==> src/dbg_defines.vh <==
// register offsets, field positions, reset values and timing counts
`ifndef DBG_DEFINES_VH
`define DBG_DEFINES_VH
// ----------------------------------------
// register map
// ----------------------------------------
`define DBG_REG_CMD 16'hff00
`define DBG_REG_STAT 16'hff01
`define DBG_REG_SHH 16'hff02
`define DBG_REG_SHL 16'hff03
`define DBG_REG_ADH 16'hff04
`define DBG_REG_ADL 16'hff05
`define DBG_REG_CCR 16'hff06
`define DBG_MAP_BASE 16'hff00
// ----------------------------------------
// instruction register fields
// ----------------------------------------
`define DBG_CMD_HW 7
`define DBG_CMD_DATA 6
`define DBG_CMD_RD 5
`define DBG_CMD_BKG 4
`define DBG_CMD_WORD 3
`define DBG_CMD_MAP 2
`define DBG_CMD_BGND_VAL 8'h90
`define DBG_EXIT_NONE 2'h0
`define DBG_EXIT_GO 2'h1
`define DBG_EXIT_STEP 2'h2
`define DBG_EXIT_TAG 2'h3
`define DBG_REGISTER_SELECT_FIELD_NEXT 3'h2
`define DBG_REGISTER_SELECT_FIELD_PC 3'h3
`define DBG_REGISTER_SELECT_FIELD_D 3'h4
`define DBG_REGISTER_SELECT_FIELD_X 3'h5
`define DBG_REGISTER_SELECT_FIELD_Y 3'h6
`define DBG_REGISTER_SELECT_FIELD_SP 3'h7
// ----------------------------------------
// status register fields
// ----------------------------------------
`define DBG_ST_EN 7
`define DBG_ST_ACT 6
`define DBG_ST_TAG 5
`define DBG_ST_SDV 4
`define DBG_ST_STEP 3
`define DBG_ST_CLK 2
`define DBG_ST_RESET_SPECIAL 8'h40
`define DBG_ST_RESET_NORMAL 8'h00
// ----------------------------------------
// timing counts in logic_tick cycles (idle limit in debug-clock ticks), and the next-word step
// ----------------------------------------
`define DBG_ACT_DELAY 4
`define DBG_TAG_DELAY 16
`define DBG_IDLE_LIMIT 512
`define DBG_NEXT_STEP 16'h0002
`endif

==> src/dbg_delay.v <==
// fixed-length delayed pulse, restartable
`include "dbg_defines.vh"
module dbg_delay #(
  parameter CYCLES = 4,
  parameter W = 5
) (
  // clock and reset
  input wire clk,
  input wire rst,
  input wire tick,
  // control
  input wire start,
  output reg done
);
  reg [W-1:0] cnt_q;
  reg run_q;
  always @(posedge clk or posedge rst) begin
    if (rst) begin
      cnt_q <= {W{1'b0}};
      run_q <= 1'b0;
      done <= 1'b0;
    end else begin
      done <= 1'b0;
      if (start) begin
        cnt_q <= CYCLES[W-1:0] - {{(W-1){1'b0}}, 1'b1};
        run_q <= 1'b1;
      end else if (run_q && tick) begin
        if (cnt_q == {W{1'b0}}) begin
          run_q <= 1'b0;
          done <= 1'b1;
        end else begin
          cnt_q <= cnt_q - {{(W-1){1'b0}}, 1'b1};
        end
      end
    end
  end
endmodule // dbg_delay

==> src/dbg_regs.v <==
// debug port register set and command decode
// Overview of operation
// (RULE_01) enable flag gates active mode, firmware commands
// (RULE_02) special modes reset status with active set
// (RULE_03) firmware sets enable flag after special reset; the code sets it at special reset itself
// (RULE_04) active set on entry; cleared four clocks later
// (RULE_05) host avoids next-word writes onto instruction reg
// (RULE_06) tag flag: set by tag-go, delayed sixteen cycles
// (RULE_07) serial commands ignored while tagging
// (RULE_08) shifter-valid shows shift complete
// (RULE_09) single-step command sets step flag
// (RULE_10) clock-select: debug clock or bus clock
// (RULE_11) host times clock-select write at old rate
// (RULE_12) slow bus clock forces bus clock
// (RULE_13) 512 idle cycles clear instruction register
// (RULE_14) instruction bits: hw/fw, data, read, word
// (RULE_15) bit 4 background request, value 0x90
// (RULE_16) bit 2 selects debug map at FF00
// (RULE_17) exit field: go, step, tag-and-go
// (RULE_18) register field selects next, PC, D, X, Y, SP
// (RULE_19) next-word adds two to X first
// (RULE_20) 16-bit shift register, no reset value
// (RULE_21) address register written only by hardware
// (RULE_22) condition codes saved on debug entry
// (RULE_23) per-bit write permissions on status register
// (RULE_24) unused low bits read zero
`include "dbg_defines.vh"
module dbg_regs (
  // clock and reset
  input wire clk,
  input wire rst,
  // mode and clock environment
  input wire special_mode,
  input wire dbg_clk_tick,
  input wire bus_clk_tick,
  input wire bus_clk_slow,
  // parallel register bus
  input wire [15:0] reg_addr,
  input wire reg_wr,
  input wire reg_rd,
  input wire [7:0] reg_wdata,
  output reg [7:0] reg_rdata,
  output wire reg_hit,
  // serial engine side
  input wire ser_cmd_load,
  input wire [7:0] ser_cmd,
  input wire ser_fall_in,
  input wire ser_shift_done,
  input wire [15:0] ser_shift_data,
  input wire ser_addr_load,
  input wire [15:0] ser_addr,
  output wire ser_accept,
  output wire [15:0] shift_out,
  // cpu core side
  input wire enter_debug,
  input wire [7:0] cpu_ccr,
  input wire [15:0] cpu_x,
  output reg [15:0] next_x,
  output reg next_x_valid,
  output wire debug_mapped,
  output wire logic_tick,
  output wire tagging_on,
  output wire cmd_is_hw,
  output wire cmd_has_data,
  output wire cmd_is_read,
  output wire cmd_is_word,
  output wire bgnd_req,
  output wire hw_map_debug,
  output wire [1:0] exit_action_field,
  output wire [2:0] register_select_field,
  output wire do_go,
  output wire do_step,
  output wire do_tag_go,
  output wire sel_next,
  output wire sel_pc,
  output wire sel_d,
  output wire sel_x,
  output wire sel_y,
  output wire sel_sp
);
  // ----------------------------------------
  // storage
  // ----------------------------------------
  reg [7:0] cmd_q;
  reg debug_enable_flag;
  reg debug_active_flag;
  reg tagging_enable_flag;
  reg shifter_valid_flag;
  reg step_flag;
  reg clock_select_flag;
  reg [15:0] shift_q;
  reg [15:0] addr_q;
  reg [7:0] ccr_q;
  reg tag_live_q;
  reg cmd_new_q;
  reg [9:0] idle_q;
  reg fall_s1_q;
  reg fall_s2_q;
  reg fall_s3_q;
  wire fall_edge;
  wire act_clear_done;
  wire tag_done;
  wire st_wr;
  wire act_wr0;
  // ----------------------------------------
  // clock selection
  // ----------------------------------------
  // slow bus clock overrides the select bit
  assign logic_tick = (clock_select_flag || bus_clk_slow) ? bus_clk_tick
                      : dbg_clk_tick; // see RULE_10 see RULE_12
  // ----------------------------------------
  // decode
  // ----------------------------------------
  function [7:0] one_hot3;
    input [2:0] v;
    begin
      one_hot3 = 8'h01 << v;
    end
  endfunction
  wire [7:0] register_select_field_hot;
  wire [7:0] exit_hot;
  assign register_select_field_hot = one_hot3(cmd_q[2:0]);
  assign exit_hot = one_hot3({1'b0, cmd_q[4:3]});
  assign cmd_is_hw = cmd_q[`DBG_CMD_HW]; // see RULE_14
  assign cmd_has_data = cmd_q[`DBG_CMD_DATA]; // see RULE_14
  assign cmd_is_read = cmd_q[`DBG_CMD_RD]; // see RULE_14
  assign cmd_is_word = cmd_is_hw & cmd_q[`DBG_CMD_WORD]; // see RULE_14
  assign bgnd_req = cmd_is_hw & cmd_q[`DBG_CMD_BKG]; // see RULE_15
  assign hw_map_debug = cmd_is_hw & cmd_q[`DBG_CMD_MAP]; // see RULE_16
  assign exit_action_field = cmd_q[4:3];
  assign register_select_field = cmd_q[2:0];
  // firmware commands only while enabled
  wire fw_ok;
  assign fw_ok = ~cmd_is_hw & debug_enable_flag; // see RULE_01
  assign do_go = fw_ok & exit_hot[`DBG_EXIT_GO]; // see RULE_17
  assign do_step = fw_ok & exit_hot[`DBG_EXIT_STEP]; // see RULE_17
  assign do_tag_go = fw_ok & exit_hot[`DBG_EXIT_TAG]; // see RULE_17
  assign sel_next = fw_ok & register_select_field_hot[`DBG_REGISTER_SELECT_FIELD_NEXT]; // see RULE_18
  assign sel_pc = fw_ok & register_select_field_hot[`DBG_REGISTER_SELECT_FIELD_PC]; // see RULE_18
  assign sel_d = fw_ok & register_select_field_hot[`DBG_REGISTER_SELECT_FIELD_D]; // see RULE_18
  assign sel_x = fw_ok & register_select_field_hot[`DBG_REGISTER_SELECT_FIELD_X]; // see RULE_18
  assign sel_y = fw_ok & register_select_field_hot[`DBG_REGISTER_SELECT_FIELD_Y]; // see RULE_18
  assign sel_sp = fw_ok & register_select_field_hot[`DBG_REGISTER_SELECT_FIELD_SP]; // see RULE_18
  // ----------------------------------------
  // serial gate and map
  // ----------------------------------------
  assign tagging_on = tag_live_q;
  assign ser_accept = ~tag_live_q; // see RULE_07
  assign debug_mapped = debug_active_flag; // see RULE_04
  assign shift_out = shift_q;
  assign reg_hit = debug_active_flag &&
                   (reg_addr >= `DBG_REG_CMD) && (reg_addr <= `DBG_REG_CCR);
  assign st_wr = reg_wr && reg_hit && (reg_addr == `DBG_REG_STAT);
  // active flag may only be written under a firmware command
  assign act_wr0 = st_wr && ~cmd_is_hw && ~reg_wdata[`DBG_ST_ACT]; // see RULE_23
  // ----------------------------------------
  // delayed effects
  // ----------------------------------------
  dbg_delay #(.CYCLES(`DBG_ACT_DELAY), .W(5)) u_act_delay (
    .clk(clk),
    .rst(rst),
    .tick(logic_tick),
    .start(act_wr0),
    .done(act_clear_done)
  ); // see RULE_04
  dbg_delay #(.CYCLES(`DBG_TAG_DELAY), .W(5)) u_tag_delay (
    .clk(clk),
    .rst(rst),
    .tick(logic_tick),
    .start(do_tag_go & cmd_new_q),
    .done(tag_done)
  ); // see RULE_06
  // ----------------------------------------
  // host falling-edge synchroniser
  // ----------------------------------------
  always @(posedge clk or posedge rst) begin
    if (rst) begin
      fall_s1_q <= 1'b0;
      fall_s2_q <= 1'b0;
      fall_s3_q <= 1'b0;
    end else begin
      fall_s1_q <= ser_fall_in;
      fall_s2_q <= fall_s1_q;
      fall_s3_q <= fall_s2_q;
    end
  end
  assign fall_edge = fall_s3_q & ~fall_s2_q;
  // ----------------------------------------
  // instruction register and idle timer
  // ----------------------------------------
  always @(posedge clk or posedge rst) begin
    if (rst) begin
      cmd_q <= 8'h00;
      idle_q <= 10'h000;
      cmd_new_q <= 1'b0;
    end else begin
      // actions decode the stored command, so they wait one cycle after load
      cmd_new_q <= ser_cmd_load && ser_accept; // see RULE_07
      if (fall_edge) begin
        idle_q <= 10'h000;
      end else if (dbg_clk_tick && idle_q != `DBG_IDLE_LIMIT) begin
        idle_q <= idle_q + 10'h001;
      end
      if (idle_q == `DBG_IDLE_LIMIT - 1 && dbg_clk_tick && !fall_edge) begin
        cmd_q <= 8'h00; // see RULE_13
      end else if (ser_cmd_load && ser_accept) begin
        // hardware form keeps low bits clear
        cmd_q <= ser_cmd[7] ? {ser_cmd[7:2], 2'h0} : ser_cmd; // see RULE_24
      end else if (reg_wr && reg_hit && reg_addr == `DBG_REG_CMD) begin
        cmd_q <= reg_wdata[7] ? {reg_wdata[7:2], 2'h0} : reg_wdata;
      end
    end
  end
  // ----------------------------------------
  // status register
  // ----------------------------------------
  reg special_seen_q;
  always @(posedge clk or posedge rst) begin
    if (rst) begin
      debug_enable_flag <= 1'b0;
      debug_active_flag <= 1'b0;
      tagging_enable_flag <= 1'b0;
      shifter_valid_flag <= 1'b0;
      step_flag <= 1'b0;
      clock_select_flag <= 1'b0;
      tag_live_q <= 1'b0;
      special_seen_q <= 1'b0;
    end else begin
      // reset value depends on mode, caught after release
      if (!special_seen_q) begin
        special_seen_q <= 1'b1;
        debug_active_flag <= special_mode; // see RULE_02
        debug_enable_flag <= special_mode; // see RULE_03
      end else begin
        if (st_wr) begin
          debug_enable_flag <= reg_wdata[`DBG_ST_EN]; // see RULE_23
          tagging_enable_flag <= reg_wdata[`DBG_ST_TAG];
          step_flag <= reg_wdata[`DBG_ST_STEP];
          if (cmd_is_hw) begin
            clock_select_flag <= reg_wdata[`DBG_ST_CLK]; // see RULE_23
          end
          if (!cmd_is_hw && reg_wdata[`DBG_ST_ACT]) begin
            debug_active_flag <= 1'b1;
          end
        end
        if (ser_cmd_load && ser_accept && ser_cmd == `DBG_CMD_BGND_VAL) begin
          shifter_valid_flag <= 1'b0;
        end
        // data valid wins over a firmware clear
        if (ser_shift_done) begin
          shifter_valid_flag <= 1'b1; // see RULE_08
        end else if (st_wr) begin
          shifter_valid_flag <= reg_wdata[`DBG_ST_SDV];
        end
        if (do_step & cmd_new_q) begin
          step_flag <= 1'b1; // see RULE_09
        end
        if (do_tag_go & cmd_new_q) begin
          tagging_enable_flag <= 1'b1; // see RULE_06
        end
        if (tag_done) begin
          tag_live_q <= 1'b1; // see RULE_06
        end
        if (act_clear_done) begin
          debug_active_flag <= 1'b0; // see RULE_04
        end
        // entry beats a clear landing in the same cycle
        if (enter_debug && debug_enable_flag) begin
          debug_active_flag <= 1'b1; // see RULE_01 see RULE_04
          tagging_enable_flag <= 1'b0; // see RULE_06
          tag_live_q <= 1'b0;
        end
      end
    end
  end
  // ----------------------------------------
  // shifter, address, saved condition codes
  // ----------------------------------------
  // no reset on data words: contents undefined until loaded
  always @(posedge clk) begin
    if (ser_shift_done) begin
      shift_q <= ser_shift_data; // see RULE_20
    end else if (reg_wr && reg_hit && reg_addr == `DBG_REG_SHH) begin
      shift_q[15:8] <= reg_wdata;
    end else if (reg_wr && reg_hit && reg_addr == `DBG_REG_SHL) begin
      shift_q[7:0] <= reg_wdata;
    end
    if (ser_addr_load) begin
      addr_q <= ser_addr; // see RULE_21
    end
    if (enter_debug && debug_enable_flag) begin
      ccr_q <= cpu_ccr; // see RULE_22
    end else if (reg_wr && reg_hit && reg_addr == `DBG_REG_CCR) begin
      ccr_q <= reg_wdata; // see RULE_22
    end
  end
  // ----------------------------------------
  // next-word pointer
  // ----------------------------------------
  always @(posedge clk or posedge rst) begin
    if (rst) begin
      next_x <= 16'h0000;
      next_x_valid <= 1'b0;
    end else begin
      next_x_valid <= sel_next & cmd_new_q;
      if (sel_next & cmd_new_q) begin
        next_x <= cpu_x + `DBG_NEXT_STEP; // see RULE_19
      end
    end
  end
  // ----------------------------------------
  // read mux
  // ----------------------------------------
  always @(posedge clk or posedge rst) begin
    if (rst) begin
      reg_rdata <= 8'h00;
    end else if (reg_rd && reg_hit) begin
      case (reg_addr)
        `DBG_REG_CMD: reg_rdata <= cmd_q;
        `DBG_REG_STAT: reg_rdata <= {debug_enable_flag, debug_active_flag,
                                     tagging_enable_flag, shifter_valid_flag,
                                     step_flag, clock_select_flag, 2'h0}; // see RULE_24
        `DBG_REG_SHH: reg_rdata <= shift_q[15:8];
        `DBG_REG_SHL: reg_rdata <= shift_q[7:0];
        `DBG_REG_ADH: reg_rdata <= addr_q[15:8]; // see RULE_21
        `DBG_REG_ADL: reg_rdata <= addr_q[7:0];
        `DBG_REG_CCR: reg_rdata <= ccr_q;
        default: reg_rdata <= 8'h00;
      endcase
    end else begin
      reg_rdata <= 8'h00;
    end
  end
endmodule // dbg_regs

==> config.mk <==
export PLATFORM = sky130hd
export DESIGN_NAME = dbg_regs
export DESIGN_NICKNAME = d
export VERILOG_FILES = /design/src/dbg_delay.v /design/src/dbg_regs.v
export VERILOG_INCLUDE_DIRS = /design/src
export SDC_FILE = /design/constraint.sdc
export NUM_CORES = 1
export LEC_CHECK = 0
export ABC_AREA = 1
export ABC_CLOCK_PERIOD_IN_PS = 1830
export BUFFER_PORTS_ARGS = -buffer_cell sky130_fd_sc_hd__buf_2
export CAP_MARGIN = 25
export CORE_ASPECT_RATIO = 1.2
export CORE_MARGIN = 8
export CORE_UTILIZATION = 48
export CTS_CLUSTER_SIZE = 28
export DETAILED_ROUTE_END_ITERATION = 7
export PLACE_DENSITY = 0.74
export SKIP_CTS_REPAIR_TIMING = 1
export SLEW_MARGIN = 20
export SYNTH_ARGS = -nofsm -noshare
export SYNTH_HDL_FRONTEND = slang
export SYNTH_SLANG_ARGS = --single-unit
==> constraint.sdc <==
create_clock -name clk -period 1.83 [get_ports clk]
set_input_delay 0.183 -clock clk [delete_from_list [all_inputs] [get_ports clk]]
set_output_delay 0.183 -clock clk [all_outputs]
set_load 0.005 [all_outputs]
* Word level (Yosys, flattened, before mapping) *
Cells that the tools add are included.

storage, ports and cells
  output and inout bits = 66
  logic and storage cells = 172
  register bits after elaboration = 109
  input port bits = 101

cells by class
  order comparisons = 2
  bitwise operators = 21
  add/subtract/negate cells = 4
  reductions and logical operators = 49
  shift operators = 2
  mux-type cells = 51
  eq/ne operators = 16

operator list
  cell                   number
  $eq 16x16->1 const B   7
  $mux 8                 11
  $pmux 8 s7             1
  $mux 1                 30
  $mux 5                 6
  $logic_and 1x1->1      20
  $mux 10                2
  $reduce_and 2->1       10
  $reduce_bool 2->1      10
  $and 1x1->1            17
  $add 16x2->16 const B  1
  $ge 16x16->1 const B   1
  $le 16x16->1 const B   1
  $mux 16                1
  $add 10x1->10 const B  1
  $eq 10x9->1 const B    1
  $logic_not 5->1        2
  $ne 10x10->1 const B   1
  $sub 5x1->5 const B    2
  $reduce_bool 3->1      3
  $eq 8x8->1 const B     1
  $shl 1x3->8 const A    1
  $ne 2x2->1 const B     3
  $ne 4x1->1 const B     1
  7 further kinds        11

* Longest topological paths before layout *
  depth in word-level cells = 9
  depth in mapped cells = 11
  gate-level depth less buffers = 11

* By module *
From an unflattened synthesis, not the netlist that was laid out.

unflattened totals
  cells, all modules = 687
  area total of the unflattened synthesis = 5,721.7 µm²

by module, submodules not included
  module                    instances  area each (µm²)  seq. area each (µm²)  cells each
  dbg_regs                  1          4,957.3          2,577.5               595
  dbg_delay at u_tag_delay  1          396.6            175.2                 48
  dbg_delay at u_act_delay  1          367.9            175.2                 44

* Worst setup path before layout *
OpenSTA, ideal clock, no wires.

  path type = input to register
  from = input reg_addr[14]
  to = register ccr_q[0] (enable)
  data arrival time = 1,497 ps
  data required time = 1,456 ps
  cell stages on the path = 8
  path buffers = 0
  setup slack = -40 ps
  library setup time = 374 ps
  path through = nand2_1 -> nor2_4 -> nand2_8 -> nor2_1 -> nand2_2 -> nor2_4 -> inv_2 -> o21ai_1

between the ends
  longest elaborated chain between the ends = 6

RTL lines
  what                                  line            source
  start: declaration                    dbg_regs.v:38   input wire [15:0] reg_addr,
  $ge 16x16->1 (no source line)         n/a
  $logic_and 1x1->1 (2 in series)       dbg_regs.v:151  assign reg_hit = debug_active_flag &&
  $logic_and 1x1->1                     dbg_regs.v:293  end else if (reg_wr && reg_hit && reg_addr == `DBG_REG_CCR) begin
  $logic_and 1x1->1 (no source line) *  n/a
  $reduce_bool 2->1 (no source line) *  n/a
  end signal: assignment                dbg_regs.v:292  ccr_q <= cpu_ccr;
  end signal: assignment                dbg_regs.v:294  ccr_q <= reg_wdata;
  end: declaration                      dbg_regs.v:93   reg [7:0] ccr_q;

Mark *: on every way between the ends. The rest lies on a longest branch, timed or not.
A chain may end at the register's enable or synchronous reset.

* Worst setup path in the final report *
  from = register cmd_q[7]
  to = output do_step

between the ends
  longest elaborated chain between the ends = 3

RTL lines
  what                      line            source
  start: declaration        dbg_regs.v:84   reg [7:0] cmd_q;
  start signal: assignment  dbg_regs.v:208  cmd_q <= ser_cmd[7] ? {ser_cmd[7:2], 2'h0} : ser_cmd;
  start signal: assignment  dbg_regs.v:210  cmd_q <= reg_wdata[7] ? {reg_wdata[7:2], 2'h0} : reg_wdata;
  $not 1->1                 dbg_regs.v:134  assign fw_ok = ~cmd_is_hw & debug_enable_flag;
  $and 1x1->1               dbg_regs.v:134
  $and 1x1->1               dbg_regs.v:136  assign do_step = fw_ok & exit_hot[`DBG_EXIT_STEP];
  end: declaration          dbg_regs.v:72   output wire do_step,

Every way passes these cells.

==> metrics.md <==
| Metric | Value |
|---|---|
| DRT Pass-1 Iters | 5 |
| # IOs | 167 |
| Chip height | 137 um |
| Largest net degree at the start of global routing | 70 |
| Longest Clk Path Bufs | 2 |
| Slew Viols, Final | 0 |
| Hold slack | 6.47 ps |
| Tmin final | 1730 ps |
| Initial Util | 48.9% |
| Slew of the pin with the lowest slew margin | 615 ps |
| Final wirelength | 17300 um |
| Worst r2r src | idle_q[0]$_DFFE_PP0P_ |
| Final HPWL DP | 13400 um |
| First-pass GRT wire length | 26800 um |
| Max H-tree Level | 3 |
| Hold Path Sink | addr_q[10]$_DFFE_PP_ |
| P per Cell Area | 963 nW/um2 |
| Family with the most delay on the worst path | simple AND/OR/NAND/NOR gates |
| CTS clock-pin slew for the worst setup and hold paths | 70 ps |
| Hold Crit Start | ser_addr[10] |
| Core area | 12000 um2 |
| Crit Path Class | reg -> out |
| Design area | 7520 um2 |
| Worst IR drop on VDD | 538 uV |
| Clk_skew | 6.94 ps |
| Final Hold Viols | 0 |
| Distinct cells, synth | 39 |
| Clk_lat worst skew | 350 ps |
| Hold Path Cell Cnt | 1 |
| Net Count, Synth | 825 |
| Worst hold path class | in -> reg |
| # nets final | 1028 |
| Initial antenna violation count | 0 |
| CP endpoint kind | primary output |
| Fin util | 62.7% |
| Ant. Diodes | 0 |
| Vias post-DR | 5607 |
| CP startpoint kind | flop |
| CP peak stage delay | 390 ps |
| Num Clock Sinks | 109 |
| Post-DP Area | 7100 um2 |
| Post-synth EDFFs | 40 |
| Worst Path Arrival | 1550 ps |
| Crit-path cells | inv_2 -> nand2_1 -> nor3_1 -> buf_2 |
| Detail Route Antenna Nets | 0 |
| TNS Setup | 0 ps |
| DR vias/cell | 5.16 |
| # Max-Cap Violations | 0 |
| Grt ovf | 0 |
| Overall routing resource usage | 21.9% |
| Drt wl/cell | 16.0 um |
| Top_reg_cell synth | dfrtp_1 |
| CTS tree | yes |
| Max Fclk | 0.577 GHz |
| Fill cells | 1108 |
| Period utilization | 94.7% |
| Layout Area Growth over Synthesis | 28.1% |
| Post-Syn Instances | 717 |
| Post-Syn Area | 5870 um2 |
| Initial DRC Count | 341 |
| R2R Path End | cmd_q[4]$_DFFE_PP0P_ |
| R2R depth | 10 |
| CTS root buf | clkbuf_16 |
| CTS Buf Count | 9 |
| Synthesized area per cell | 8.19 um2 |
| Flop2flop setup slack | 150 ps |
| Crit-path max FO | 9 |
| GP Congestion | 0.895 |
| Register area share after synthesis | 49.9% |
| Cells after DPL | 1063 |
| Layout cell share with drive strength beyond 1 | 28.1% |
| P_leak | 3.79 nW |
| Core Rows | 44 |
| Worst relative slew slack | 58.9% |
| Final std cells w/o fill | 1086 |
| Outcome | finished clean |
| Die W | 117 um |
| PortBufs | 166 |
| Asr flop ratio synth | 63.3% |
| Vias in the first global route | 5449 |
| CP max-delay cell | dfrtp_1 |
| Flops & latches, synth | 109 |
| Die Footprint | 16000 um2 |
| Finish-stage setup viols | 0 |
| RSZ-0062 raised after global routing | true |
| DRC errors left | 0 |
| Critical path buffers and inverters | 2 |
| CP required | 1650 ps |
| Synth warn | 0 |
[worst max-delay path by stage]
stage / startpoint / to / cells past startpoint
after global placement: reg_addr[11] / shift_out[7]$_DFFE_PP_ / 11
after floorplan: reg_addr[14] / ccr_q[0]$_DFFE_PP_ / 8
final: cmd_q[7]$_DFFE_PP0P_ / do_step / 4
after detailed placement: reg_addr[14] / shift_out[0]$_DFFE_PP_ / 11
after global routing: cmd_q[7]$_DFFE_PP0P_ / do_step / 4
after CTS: cmd_q[7]$_DFFE_PP0P_ / do_step / 4
[layer usage]
| layer | part of all wire, % | vias to the layer above | global-route usage (%) | wire length (um) |
|---|---|---|---|---|
| met5 | 0 | - | 0 | 0 |
| met4 | 3.1 | 0 | 10.4 | 543 |
| met3 | 6.6 | 32 | 3.66 | 1150 |
| met2 | 51 | 203 | 37.9 | 8750 |
| met1 | 40 | 2589 | 25.9 | 6880 |
| li1 | - | 2783 | - | - |
[cell families (layout without fill, tap and decap cells)]
kind of cell,after synthesis,after routing,synth area share [%]
flops,109,109,49.9
other cells,1,1,0.0639
fa+ha+maj,7,7,1.49
simple gates,427,427,34.4
compound gates,65,65,5.97
buf+inv,96,304,6.39
xor+xnor,12,12,1.79
[state kept, by name (all words and copies together), names as in the netlist, 5 cells and up]
| name | count |
|---|---|
| addr_q | 16 |
| next_x | 16 |
| shift_out | 16 |
| idle_q | 10 |
| ccr_q | 8 |
| cmd_q | 8 |
| reg_rdata | 8 |
| u_act_delay.cnt_q | 5 |
| u_tag_delay.cnt_q | 5 |
[report_power, final]
group	total (mW)	internal [mW]	leakage, nW	switching (mW)
combinational	1.86	0.768	2.38	1.10
clock	2.12	1.22	0.164	0.894
sequential	3.26	2.98	1.25	0.275
total	7.24	4.97	3.79	2.27
[stage by stage]
stage               power [mW]  setup WS [ps]
global route              7.64          -48.5
global placement          5.11           95.7
floorplan                 4.17          -40.3
finish                    7.24           96.2
CTS                       7.28           82.1
detailed placement        5.14           36.5
[synthesized netlist by cell type, drive strengths merged (6+ instances only)]
cell	count	area [um2]
dfrtp	69	1730
o21ai	34	170
nor2	62	304
xor2	8	70.1
inv	74	280
buf	6	35.0
nand3	74	370
a21oi	19	95.1
nand4	26	190
nor4	9	71.3
ha	7	87.6
nand2	232	920
edfxtp	40	1200
clkinv	8	30.0
nor3	23	159
clkbuf	8	30.0
[worst register-to-register path: cells and delay by family, from the launching register on]
| kind | cells | cell delay, ps |
|---|---|---|
| simple gates | 7 | 710 |
| flops | 1 | 390 |
| buf+inv | 2 | 300 |
| fa+ha+maj | 1 | 210 |
[layout make-up]
type                            count  area (um2)  area share [%]
Timing Repair Buffer              206        1160            15.4
Inverter                           82         314            4.18
Clock inverter                      5        52.6           0.699
Tap cell                          161         201            2.68
Multi-Input combinational cell    512        2590            34.4
Clock buffer                       11         275            3.66
Sequential cell                   109        2930            38.9
[cell usage in the layout, fill, tap and decap left out, drive strengths merged]
cell type / instances
o211ai: 4
nand2: 232
xnor2: 4
clkinv: 11
inv: 74
clkbuf: 11
nor3: 23
buf: 199
bufinv: 1
xor2: 8
dfrtp: 69
a21o: 1
o31ai: 3
o21ai: 34
nand4: 26
a21oi: 19
nor4: 9
nand3: 74
clkinvlp: 1
a31oi: 4
conb: 1
edfxtp: 40
dlygate4sd3: 7
ha: 7
nor2: 62
or2: 1
(Power assumes the default switching activity.)
